## config.mk

```make
export PLATFORM = sky130hd
export DESIGN_NAME = pscl_strap_latch
export DESIGN_NICKNAME = d
export VERILOG_FILES = /design/src/design/pscl_pkg.sv /design/src/design/pscl_strap_latch.sv
export VERILOG_INCLUDE_DIRS = /design/src /design/src/design
export SDC_FILE = /design/constraint.sdc
export NUM_CORES = 1
export LEC_CHECK = 0
export BUFFER_PORTS_ARGS = -buffer_cell sky130_fd_sc_hd__buf_2
export CAP_MARGIN = 5
export CORE_MARGIN = 2
export CORE_UTILIZATION = 35
export CTS_CLUSTER_SIZE = 12
export DETAILED_ROUTE_END_ITERATION = 16
export PLACE_DENSITY = 0.59
export SYNTH_ARGS = -nofsm -noshare
export SYNTH_HDL_FRONTEND = slang
export SYNTH_SLANG_ARGS = --single-unit
export TNS_END_PERCENT = 5
```

## constraint.sdc

```tcl
create_clock -name pclk -period 4.6 [get_ports pclk]
set_clock_uncertainty 0.15 [all_clocks]
set_input_delay 0.69 -clock pclk [delete_from_list [all_inputs] [get_ports pclk]]
set_output_delay 0.69 -clock pclk [all_outputs]
set_load 0.05 [all_outputs]
```

## src/design/pscl_defs.svh

```systemverilog
// constant definitions for the strap configuration latch
`ifndef PSCL_DEFS_SVH
`define PSCL_DEFS_SVH

// ----------------------------------------------------------------
// register byte offsets on apb
// ----------------------------------------------------------------
`define PSCL_OFF_STATUS    12'h000
`define PSCL_OFF_CONFIG    12'h004
`define PSCL_OFF_CTRL      12'h008
`define PSCL_OFF_LED       12'h00c

// ----------------------------------------------------------------
// field positions in status / config
// ----------------------------------------------------------------
`define PSCL_BIT_IN_RESET   0
`define PSCL_BIT_MIDSPAN    0
`define PSCL_BIT_LEGACY     1
`define PSCL_BIT_DC_DISC    2
`define PSCL_BIT_TWO_EVENT  3
`define PSCL_BIT_PWM        4
`define PSCL_BIT_LSC        5
`define PSCL_BIT_HI_CLASS   6
`define PSCL_LSB_LIMSEL     7

// ----------------------------------------------------------------
// reset values
// ----------------------------------------------------------------
`define PSCL_RST_STRAPS     6'h3f
`define PSCL_RST_CTRL       1'h0
`define PSCL_RST_LED        2'h0

// ----------------------------------------------------------------
// timing: minimum enable-low time and pwm figures
// ----------------------------------------------------------------
`define PSCL_CLK_MHZ        100
`define PSCL_EN_LOW_US      40
`define PSCL_EN_LOW_CYC     (`PSCL_EN_LOW_US * `PSCL_CLK_MHZ)
`define PSCL_SETTLE_CYC     3'h5
`define PSCL_PWM_KHZ        25
`define PSCL_PWM_PERIOD_CYC ((`PSCL_CLK_MHZ * 1000) / `PSCL_PWM_KHZ)
`define PSCL_PWM_ON_CYC     (`PSCL_PWM_PERIOD_CYC / 16)
`define PSCL_BLINK_CYC      24'h4c4b40

`endif

```

## src/design/pscl_pkg.sv

```systemverilog
// types shared by the strap configuration latch
package pscl_pkg;

  // reset sequencer states
  typedef enum logic [1:0]
  {
    PSCL_ST_RESET   = 2'b00,
    PSCL_ST_CAPTURE = 2'b01,
    PSCL_ST_RUN     = 2'b10
  } pscl_state_t;

  // indicator pattern set by software
  typedef enum logic [1:0]
  {
    PSCL_LED_OFF   = 2'b00,
    PSCL_LED_ON    = 2'b01,
    PSCL_LED_BLINK = 2'b10,
    PSCL_LED_FAST  = 2'b11
  } pscl_led_t;

endpackage : pscl_pkg

```

## src/design/pscl_strap_latch.sv

```systemverilog
// strap sampling, reset timing, config latch, indicator and apb slave
//
// Overview of operation
// - both limit straps jointly pick high class
// - floating straps read high through pull-ups
// - two-event select low enables two-event
// - pwm strap high drives indicator from pwm
// - stability strap high enables stability check
// - midspan strap high enables collision avoidance
// - legacy strap high enables high-cap detection
// - enable low 40 us resets the device
// - enable rising edge captures seven straps
// - midspan level latched after power-up or reset
// - legacy level latched after power-up or reset
// - oscillator pin low selects dc disconnect
// - open-drain indicator blinks distinct patterns
// - both limit straps floating disables high class
// - strap changes other than pwm ignored outside reset
`timescale 1ns/1ps
`include "pscl_defs.svh"

module pscl_strap_latch
(
  input  wire logic        pclk,                  // 100 mhz clock
  input  wire logic        presetn,               // async power-up reset
  input  wire logic        psel,                  // apb select
  input  wire logic        penable,               // apb access phase
  input  wire logic        pwrite,                // apb direction
  input  wire logic [11:0] paddr,                 // apb byte address
  input  wire logic [31:0] pwdata,                // apb write data
  output logic      [31:0] prdata,                // apb read data
  output logic             pready,                // apb ready
  output logic             pslverr,               // apb error
  input  wire logic        enable_n,              // active-low enable pin
  input  wire logic        hi_class_limit_sel_a,  // limit strap a
  input  wire logic        hi_class_limit_sel_b,  // limit strap b
  input  wire logic        two_event_sel_n,       // low enables two-event
  input  wire logic        indicator_pwm_enable,  // pwm strap
  input  wire logic        load_stability_check_enable, // stability strap
  input  wire logic        midspan_sel,           // collision avoidance strap
  input  wire logic        legacy_sel,            // high-cap strap
  input  wire logic        disconnect_mode_sel,   // oscillator pin level
  output logic             core_reset_q,          // reset from the sequencer
  output logic             midspan_en_q,          // collision avoidance active
  output logic             legacy_en_q,           // high-cap detection active
  output logic             dc_disconnect_q,       // dc disconnect selected
  output logic             ac_disconnect_q,       // ac disconnect selected
  output logic             two_event_en_q,        // two-event active
  output logic             lsc_en_q,              // stability check active
  output logic             hi_class_en_q,         // extra class enabled
  output logic      [1:0]  hi_class_limit_q,      // extra class limit code
  output logic             led_drive_q,           // indicator drive level, held low
  output logic             led_oe_q               // open-drain enable
);

  // ----------------------------------------------------------------
  // pin synchronisers: three stages, change seen when 2 and 3 agree
  // ----------------------------------------------------------------
  localparam int NPIN = 9;
  logic [NPIN-1:0] pin_raw;       // raw pins
  logic [NPIN-1:0] sync1_q;       // first stage, read by sync2 only
  logic [NPIN-1:0] sync2_q;       // second stage
  logic [NPIN-1:0] sync3_q;       // third stage
  logic [NPIN-1:0] pin_q;         // filtered level
  logic [NPIN-1:0] pin_d;         // next filtered level

  // unconnected pins float high through the pad pull-ups
  assign pin_raw = {enable_n, disconnect_mode_sel, legacy_sel, midspan_sel,
                    load_stability_check_enable, indicator_pwm_enable,
                    two_event_sel_n, hi_class_limit_sel_b,
                    hi_class_limit_sel_a};

  // accept a new level only when two late stages agree; while they
  // differ the old level is kept, so a pin caught mid-edge never flickers
  assign pin_d = (sync2_q & sync3_q) | (pin_q & (sync2_q ^ sync3_q));

  // synchroniser chain, reset to the pulled-up level
  always_ff @(posedge pclk or negedge presetn)
  begin
    if (!presetn)
    begin
      sync1_q <= '1;
      sync2_q <= '1;
      sync3_q <= '1;
      pin_q   <= '1;
    end
    else
    begin
      sync1_q <= pin_raw;
      sync2_q <= sync1_q;
      sync3_q <= sync2_q;
      pin_q   <= pin_d;
    end
  end

  wire en_level = pin_q[8];       // filtered enable

  // ----------------------------------------------------------------
  // enable low-time counter
  // ----------------------------------------------------------------
  localparam logic [12:0] EN_LOW_CYC = 13'(`PSCL_EN_LOW_CYC);
  logic [12:0] low_cnt_q;         // consecutive low samples
  logic [12:0] low_cnt_d;
  wire         low_long = (low_cnt_q >= EN_LOW_CYC);

  // count saturates; any high sample restarts it
  assign low_cnt_d = en_level ? 13'h0000 :
                     (low_long ? low_cnt_q : low_cnt_q + 13'h0001);

  always_ff @(posedge pclk or negedge presetn)
  begin
    if (!presetn)
      low_cnt_q <= 13'h0000;
    else
      low_cnt_q <= low_cnt_d;
  end

  // ----------------------------------------------------------------
  // power-up settle: the filter shows the pads only after a few clocks
  // ----------------------------------------------------------------
  localparam logic [2:0] SETTLE_CYC = `PSCL_SETTLE_CYC;
  logic [2:0] settle_q;           // clocks since power-up, saturating
  logic [2:0] settle_d;           // next settle count
  wire        settled = (settle_q == SETTLE_CYC);

  // without this wait the first capture would take the reset
  // value of the filter instead of the real strap levels
  assign settle_d = settled ? settle_q : settle_q + 3'h1;

  // settle counter, cleared only by power-up reset
  always_ff @(posedge pclk or negedge presetn)
  begin
    if (!presetn)
      settle_q <= 3'h0;
    else
      settle_q <= settle_d;
  end

  // ----------------------------------------------------------------
  // reset sequencer
  // ----------------------------------------------------------------
  pscl_pkg::pscl_state_t state_q;  // current state
  pscl_pkg::pscl_state_t state_d;  // next state
  logic                  sw_reset_q; // software-held reset

  // power-up starts in reset; capture happens on the way out
  always_comb
  begin
    state_d = state_q;
    case (state_q)
      pscl_pkg::PSCL_ST_RESET:
        // leave on enable high, the low-to-high edge of reset
        if (en_level && !sw_reset_q && settled)
          state_d = pscl_pkg::PSCL_ST_CAPTURE;
      pscl_pkg::PSCL_ST_CAPTURE:
        // one clock in capture, then run
        state_d = pscl_pkg::PSCL_ST_RUN;
      pscl_pkg::PSCL_ST_RUN:
        // short glitches under 40 us do not reset
        if (low_long || sw_reset_q)
          state_d = pscl_pkg::PSCL_ST_RESET;
      default:
        state_d = pscl_pkg::PSCL_ST_RESET;
    endcase
  end

  // one-cycle strobe; the latch below takes the pins only here
  wire capture = (state_q == pscl_pkg::PSCL_ST_CAPTURE);

  always_ff @(posedge pclk or negedge presetn)
  begin
    if (!presetn)
    begin
      state_q      <= pscl_pkg::PSCL_ST_RESET;
      core_reset_q <= 1'b1;
    end
    else
    begin
      state_q      <= state_d;
      core_reset_q <= (state_d != pscl_pkg::PSCL_ST_RUN);
    end
  end

  // ----------------------------------------------------------------
  // configuration latch: straps only taken on reset exit
  // ----------------------------------------------------------------
  wire both_float = pin_q[0] & pin_q[1];
  // the latch stores the stapped levels; outside capture it holds
  // reset values match the pulled-up defaults of the straps except the disconnect pair, which resets to dc
  always_ff @(posedge pclk or negedge presetn)
  begin
    if (!presetn)
    begin
      midspan_en_q     <= 1'b1;
      legacy_en_q      <= 1'b1;
      dc_disconnect_q  <= 1'b1;
      ac_disconnect_q  <= 1'b0;
      two_event_en_q   <= 1'b0;
      lsc_en_q         <= 1'b1;
      hi_class_en_q    <= 1'b0;
      hi_class_limit_q <= 2'h3;
    end
    else if (capture)
    begin
      midspan_en_q     <= pin_q[5];
      legacy_en_q      <= pin_q[6];
      // a capacitor leaves the oscillator pin high: ac; tied low: dc
      dc_disconnect_q  <= ~pin_q[7];
      ac_disconnect_q  <= pin_q[7];
      two_event_en_q   <= ~pin_q[2];
      lsc_en_q         <= pin_q[4];
      hi_class_en_q    <= ~both_float;
      hi_class_limit_q <= {pin_q[1], pin_q[0]};
    end
  end

  // ----------------------------------------------------------------
  // indicator: open-drain, pwm gated, blink patterns
  // ----------------------------------------------------------------
  localparam logic [11:0] PWM_PER = 12'(`PSCL_PWM_PERIOD_CYC);
  localparam logic [11:0] PWM_ON  = 12'(`PSCL_PWM_ON_CYC);
  localparam logic [23:0] BLINK   = `PSCL_BLINK_CYC;
  logic [11:0] pwm_cnt_q;         // pwm phase
  logic [23:0] blink_cnt_q;       // blink phase
  logic        pwm_en_q;          // pwm strap, live level
  pscl_pkg::pscl_led_t led_mode_q; // pattern set by software

  wire pwm_wrap   = (pwm_cnt_q == PWM_PER - 12'h001);
  wire blink_wrap = (blink_cnt_q == BLINK - 24'h000001);
  wire pwm_on     = (pwm_cnt_q < PWM_ON) | ~pwm_en_q;
  wire pat_on     = (led_mode_q == pscl_pkg::PSCL_LED_ON) ||
                    // slow blink uses bit 22: the count wraps before bit 23 sets
                    (led_mode_q == pscl_pkg::PSCL_LED_BLINK && blink_cnt_q[22]) ||
                    (led_mode_q == pscl_pkg::PSCL_LED_FAST && blink_cnt_q[21]);
  wire led_d      = pat_on & pwm_on & ~core_reset_q;

  // counters free-run; the pin only sinks, never drives high
  always_ff @(posedge pclk or negedge presetn)
  begin
    if (!presetn)
    begin
      pwm_cnt_q   <= 12'h000;
      blink_cnt_q <= 24'h000000;
      pwm_en_q    <= 1'b1;
      led_drive_q <= 1'b0;
      led_oe_q    <= 1'b0;
    end
    else
    begin
      pwm_cnt_q   <= pwm_wrap ? 12'h000 : pwm_cnt_q + 12'h001;
      blink_cnt_q <= blink_wrap ? 24'h000000 : blink_cnt_q + 24'h000001;
      pwm_en_q    <= pin_q[3];
      led_drive_q <= 1'b0;
      led_oe_q    <= led_d;
    end
  end

  // ----------------------------------------------------------------
  // apb slave: zero wait, unmapped reads zero with pslverr
  // ----------------------------------------------------------------
  wire access  = psel & penable;
  wire sel_st  = (paddr == `PSCL_OFF_STATUS);
  wire sel_cfg = (paddr == `PSCL_OFF_CONFIG);
  wire sel_ctl = (paddr == `PSCL_OFF_CTRL);
  wire sel_led = (paddr == `PSCL_OFF_LED);
  wire mapped  = sel_st | sel_cfg | sel_ctl | sel_led;
  wire [31:0] cfg_word = {23'h000000, hi_class_limit_q, hi_class_en_q, lsc_en_q,
                          pwm_en_q, two_event_en_q, dc_disconnect_q,
                          legacy_en_q, midspan_en_q};
  wire [31:0] rd_mux = sel_st  ? {31'h00000000, core_reset_q} :
                       sel_cfg ? cfg_word :
                       sel_ctl ? {31'h00000000, sw_reset_q} :
                       sel_led ? {30'h00000000, led_mode_q} : 32'h00000000;

  // pready stays high; one access phase per transfer
  always_ff @(posedge pclk or negedge presetn)
  begin
    if (!presetn)
    begin
      prdata     <= 32'h00000000;
      pready     <= 1'b1;
      pslverr    <= 1'b0;
      sw_reset_q <= `PSCL_RST_CTRL;
      led_mode_q <= pscl_pkg::PSCL_LED_OFF;
    end
    else
    begin
      prdata  <= (psel & ~penable & ~pwrite) ? rd_mux : prdata;
      pready  <= 1'b1;
      pslverr <= psel & ~penable & ~mapped;
      // register writes take effect in the access phase only
      if (access && pwrite && sel_ctl)
        sw_reset_q <= pwdata[0];
      if (access && pwrite && sel_led)
        led_mode_q <= pscl_pkg::pscl_led_t'(pwdata[1:0]);
    end
  end

endmodule : pscl_strap_latch

```

; Yosys cells after proc, flatten, opt, wreduce, memory -nomap -nowiden
; Cells that the tools add are included.
[op_classes]
add_sub_neg = 4
order_cmp = 2
n_eq_ne = 13
mux = 11
bitwise_logic = 23
n_reduce_logical = 13
[op_table]
columns = op, n
row1 = two-way mux 13 bit, 2
row2 = "adder 24 x 1 -> 24 bit, second input constant", 1
row3 = "== test 12 x 4 -> 1 bit, second input constant", 2
row4 = "== test 24 x 23 -> 1 bit, second input constant", 1
row5 = two-way mux 24 bit, 1
row6 = AND 9 bit, 2
row7 = two-way mux 9 bit, 2
row8 = "adder 13 x 1 -> 13 bit, second input constant", 1
row9 = ">= comparator 13 x 12 -> 1 bit, second input constant", 1
row10 = "adder 12 x 1 -> 12 bit, second input constant", 1
row11 = "== test 12 bit, second input constant", 1
row12 = "== test 12 x 3 -> 1 bit, second input constant", 1
row13 = zero test 12 bit, 1
row14 = "less-than comparator 12 x 8 -> 1 bit, second input constant", 1
row15 = two-way mux 12 bit, 1
row16 = OR 9 bit, 1
row17 = bitwise XOR 9 bit, 1
row18 = two-way mux 2 bit, 4
row19 = NOT 1 bit, 8
row20 = AND 1 bit, 7
row21 = logical AND 1 bit, 7
row22 = "== test 2 bit, second input constant", 3
row23 = case mux 2 bit (3 select lines), 1
row24 = "== test 2 x 1 -> 1 bit, second input constant", 2
row25 = 7 further kinds, 13
[word_totals]
register_bits = 138
in_bits = 58
out_inout_bits = 46

; Longest topological paths before layout
[logic_depth]
word_depth = 6
mapped_depth = 5

; Least setup slack after synthesis
; No wires, ideal clock.
[synth_timing]
kind = input to register
startpoint = input paddr[4]
endpoint = register prdata[2]
t_arrival_ns = 1.776
required_time_ns = 4.382
path_slack_ns = 2.607
stages = 4
n_path_buf = 0
path_cell_list = nor4_1 -> nand4_1 -> nor4_2 -> a22o_1
[synth_via]
elab_chain_cells = 3
[synth_lines]
columns = item, line_no
row1 = "start, declared", pscl_strap_latch.sv:29  ; input wire logic [11:0] paddr,
row2 = == test 12 x 3 -> 1 bit (no source line), -
row3 = two-way mux 9 bit, pscl_strap_latch.sv:271  ; sel_cfg ? cfg_word :
row4 = two-way mux 9 bit (*), pscl_strap_latch.sv:270  ; wire [31:0] rd_mux = sel_st ? {31'h00000000, core_reset_q} :
row5 = "end signal, assigned", pscl_strap_latch.sv:288  ; prdata <= (psel & ~penable & ~pwrite) ? rd_mux : prdata;
row6 = "end, declared", pscl_strap_latch.sv:31  ; output logic [31:0] prdata,
; Every way passes the cells marked *; elsewhere a longest branch is shown, timed or not.
; A chain may end at the register's enable or synchronous reset.

; Worst setup path in the final report
[layout_timing]
startpoint = register blink_cnt_q[6]
endpoint = register blink_cnt_q[21]
[layout_via]
elab_chain_cells = 2
[layout_lines]
columns = item, line_no
row1 = "start, declared", pscl_strap_latch.sv:224  ; logic [23:0] blink_cnt_q;
row2 = "start signal, assigned", pscl_strap_latch.sv:251  ; blink_cnt_q <= blink_wrap ? 24'h000000 : blink_cnt_q + 24'h000001;
row3 = adder 24 x 1 -> 24 bit / == test 24 x 23 -> 1 bit (equally long branches), "pscl_strap_latch.sv:251, pscl_strap_latch.sv:229"
row4 = two-way mux 24 bit (*), pscl_strap_latch.sv:251
; Marked as above.

==> key figures <==
Yosys
  – Ys async rst share: 100%
  – Yosys reg bits: 115
  – Post-synth EDFFs: 0
  – Syn_area_per_cell: 12.0 um2
  – Cells after Synth: 419
  – Netlist Area Pre-Place: 5020 um2
  – Post-synth top flop: dfrtp_1
  – YS warnings: 0
  – Distinct cells, synth: 47
  – Sequential element share of the synthesized area: 58.5%

Layout
  – Area growth from synthesis to layout: 19.2%
  – Final nets: 555
  – Filler cell count: 1267
  – Commonest non-fill, non-tap cell in the layout: dfrtp_1
  – Share of layout cells above drive strength 1: 29.5%
  – Ant. Diodes: 0
  – Non-Filler Instances: 675
  – Most frequent cells in the layout: 71 x dfrtp_1, 47 x buf_2, 44 x dfstp_2, 36 x nor2_1, 25 x conb_1

GRT
  – Overall track demand over capacity in global routing: 13.3%
  – Initial antenna violation count: 0
  – First-pass GRT wire length: 15600 um
  – Pin count of the biggest net entering global routing: 68
  – GR Overflow Total: 0
  – Vias in the first global route: 3334

Clocking
  – Post-cts sizing count: 0
  – CTS H-tree depth: 4
  – Clk_lat worst skew: 410 ps
  – CTS Sinks: 115
  – Root Buffer: clkbuf_16
  – CTS tree: built
  – Clk buf depth: 2
  – Clock Pin Slew Worst Setup and Hold Paths: 60 ps
  – Postcts setup bufs: 0
  – CTS Buf Count: 17
  – # hold bufs at CTS: 0

Die
  – Chip width: 124 um
  – Io pins: 104
  – Die height: 124 um
  – Initial Utilization: 36.0%
  – Row count: 43
  – Die area: 15300 um2
  – CORE AREA: 13900 um2

Setup path
  – Critical path class: reg -> reg
  – Crit path DAT: 2270 ps
  – Reg2reg setup slack: 2470 ps
  – Launch point of the worst reg-to-reg path: blink_cnt_q[6]$_DFF_PN0_
  – Peak per-stage delay on the critical path: 820 ps
  – Critical Path Start: blink_cnt_q[6]$_DFF_PN0_
  – Startpoint types: register
  – Crit-path cells: nand3_4 -> nor4_1 -> nand4_1 -> xnor2_1
  – Critical Path RT: 4740 ps
  – Slowest library cell on the worst path: nor4_1
  – Critical Path Sink Type: register
  – Crit-path max FO: 6

Pwr
  – Flop pwr share: 41.9%
  – Comb power frac: 13.8%
  – Pint: 2.03 mW
  – Switching Share: 29.3%
  – Leakage: 2.71 nW
  – Share of total power in the clock network: 44.3%
  – Psw: 0.838 mW
  – PwrDens: 479 nW/um2
  – Maximum VDD drop: 0.383 mV

Drt
  – DR WL/cell: 13.5 um
  – Drt first pass iters: 4
  – DR iter-0 viols: 242
  – Number of remaining DRC errors: 0
  – DRT antenna net count: 0
  – Via count: 3276
  – Final WL: 9100 um
  – Vias/cell: 4.85

STA
  – Hold_ws: 203 ps
  – Final setup vio count: 0
  – RSZ-0062 raised after global routing: false
  – Tcrit/Tclk final: 46.4%
  – Slew Limit Fails: 0
  – Worst slew pin tran: 927 ps
  – Setup TNS: 0 ps
  – Max-Slew Margin vs Limit: 37.6%
  – Achievable Freq: 469 MHz
  – Final hold vios: 0
  – Min Tclk post-route: 2130 ps

Min path
  – Worst Hold Class: reg -> reg
  – Min-delay src: sync1_q[4]$_DFF_PN1_

Place
  – Placed cell count: 643
  – Post-DP HPWL: 6370 um
  – PortBufs: 48
  – RePlAce Congestion: 0.825

Run status
  – Status: completed

Job
  – Max-capacitance violation count: 0
per-stage QoR:
stage | utilization, % | power [mW] | area [um2] | worst slack (ps)
2_1_floorplan | - | 1.51 | 5100 | 2610
3_3_place_gp | 38.7 | 1.61 | 5390 | 2240
3_5_place_dp | 38.7 | 1.62 | 5390 | 2210
4_1_cts | 42.9 | 2.91 | 5980 | 2480
5_1_grt | 42.9 | 2.99 | 5980 | 2370
6_report | 42.9 | 2.86 | 5980 | 2470
flip-flops by register name, summed over array words and instances, names as in the netlist, 2 cells and up:
name / cells
blink_cnt_q: 24
hi_class_limit_q: 2
led_mode_q: 2
low_cnt_q: 13
pin_q: 9
prdata: 9
pwm_cnt_q: 12
settle_q: 3
state_q: 2
sync1_q: 9
sync2_q: 9
sync3_q: 9
path summary, 6_finish.rpt:
kind / to / cells past startpoint
setup / recovery: blink_cnt_q[21]$_DFF_PN0_ / 4
max in group asynchronous: core_reset_q$_DFF_PN1_ / 2
hold reg to reg: sync2_q[4]$_DFF_PN1_ / 0
setup reg to reg: blink_cnt_q[21]$_DFF_PN0_ / 4
min in group asynchronous: ac_disconnect_q$_DFFE_PN0N_ / 1
hold / removal: sync2_q[4]$_DFF_PN1_ / 0
synthesized netlist by cell type (2+ instances only):
master | count | area, um2
nor4_4 | 2 | 42.5
a21oi_1 | 15 | 75.1
inv_1 | 11 | 41.3
nand2_1 | 20 | 75.1
or4_1 | 2 | 15.0
nand4_1 | 13 | 81.3
xnor2_1 | 18 | 158
o211ai_1 | 3 | 22.5
ha_1 | 15 | 188
nor2b_1 | 4 | 25.0
and3_1 | 8 | 50.1
mux2i_1 | 5 | 50.1
nand2b_1 | 2 | 12.5
mux2_2 | 11 | 124
or3_1 | 10 | 62.6
nor3_1 | 6 | 30.0
dfstp_2 | 44 | 1160
a21o_1 | 9 | 67.6
nor4_1 | 8 | 50.1
nor4b_1 | 2 | 17.5
dfrtp_1 | 71 | 1780
nor2_1 | 36 | 135
nand3_1 | 16 | 80.1
clkbuf_1 | 5 | 18.8
nand3b_1 | 2 | 15.0
and2_1 | 3 | 18.8
buf_4 | 25 | 188
conb_1 | 2 | 7.51
a31oi_1 | 3 | 18.8
and4_1 | 4 | 35.0
xor2_1 | 9 | 78.8
o31ai_1 | 2 | 15.0
o21ai_0 | 13 | 65.1
a22o_1 | 7 | 61.3
critical path: cells and delay by family, from the launching register on:
kind          cells  cell delay (ps)
flops             1              500
xor+xnor          1              170
simple gates      3             1180
cell type report:
cell class / count / area (um2) / area share [%]
Inverter: 11 / 41.3 / 0.691
Clock inverter: 11 / 88.8 / 1.49
Clock buffer: 21 / 503 / 8.41
Multi-Input combinational cell: 286 / 1920 / 32.1
Timing Repair Buffer: 51 / 265 / 4.44
Tap cell: 180 / 225 / 3.77
Sequential cell: 115 / 2930 / 49.1
power by group through the flow:
stage / clock [mW] / sequential, mW / combinational, mW
after floorplan: 0 / 1.34 / 0.172
after global placement: 0 / 1.21 / 0.393
after detailed placement: 0 / 1.22 / 0.400
after CTS: 1.30 / 1.20 / 0.401
after global routing: 1.35 / 1.21 / 0.427
final: 1.27 / 1.20 / 0.395
logic make-up (layout without fill, tap and decap cells):
kind of cell	after synthesis	after routing	share of synthesized area, %
xor+xnor	27	27	4.71
fa+ha+maj	15	15	3.74
buf+inv	41	94	4.94
other cells	2	25	0.150
compound gates	59	59	8.11
mux	17	17	3.92
simple gates	143	143	16.0
flops	115	115	58.5
routing by layer:
| metal | part of all wire (%) | wire length (um) | up-vias | GRT usage, % |
|---|---|---|---|---|
| met5 | 0 | 0 | - | 0 |
| met4 | 1.7 | 154 | 0 | 6.04 |
| met3 | 5.0 | 451 | 17 | 5.27 |
| met2 | 48 | 4330 | 76 | 20.1 |
| met1 | 46 | 4160 | 1604 | 16.9 |
| li1 | - | - | 1579 | - |
(Power assumes the default switching activity.)
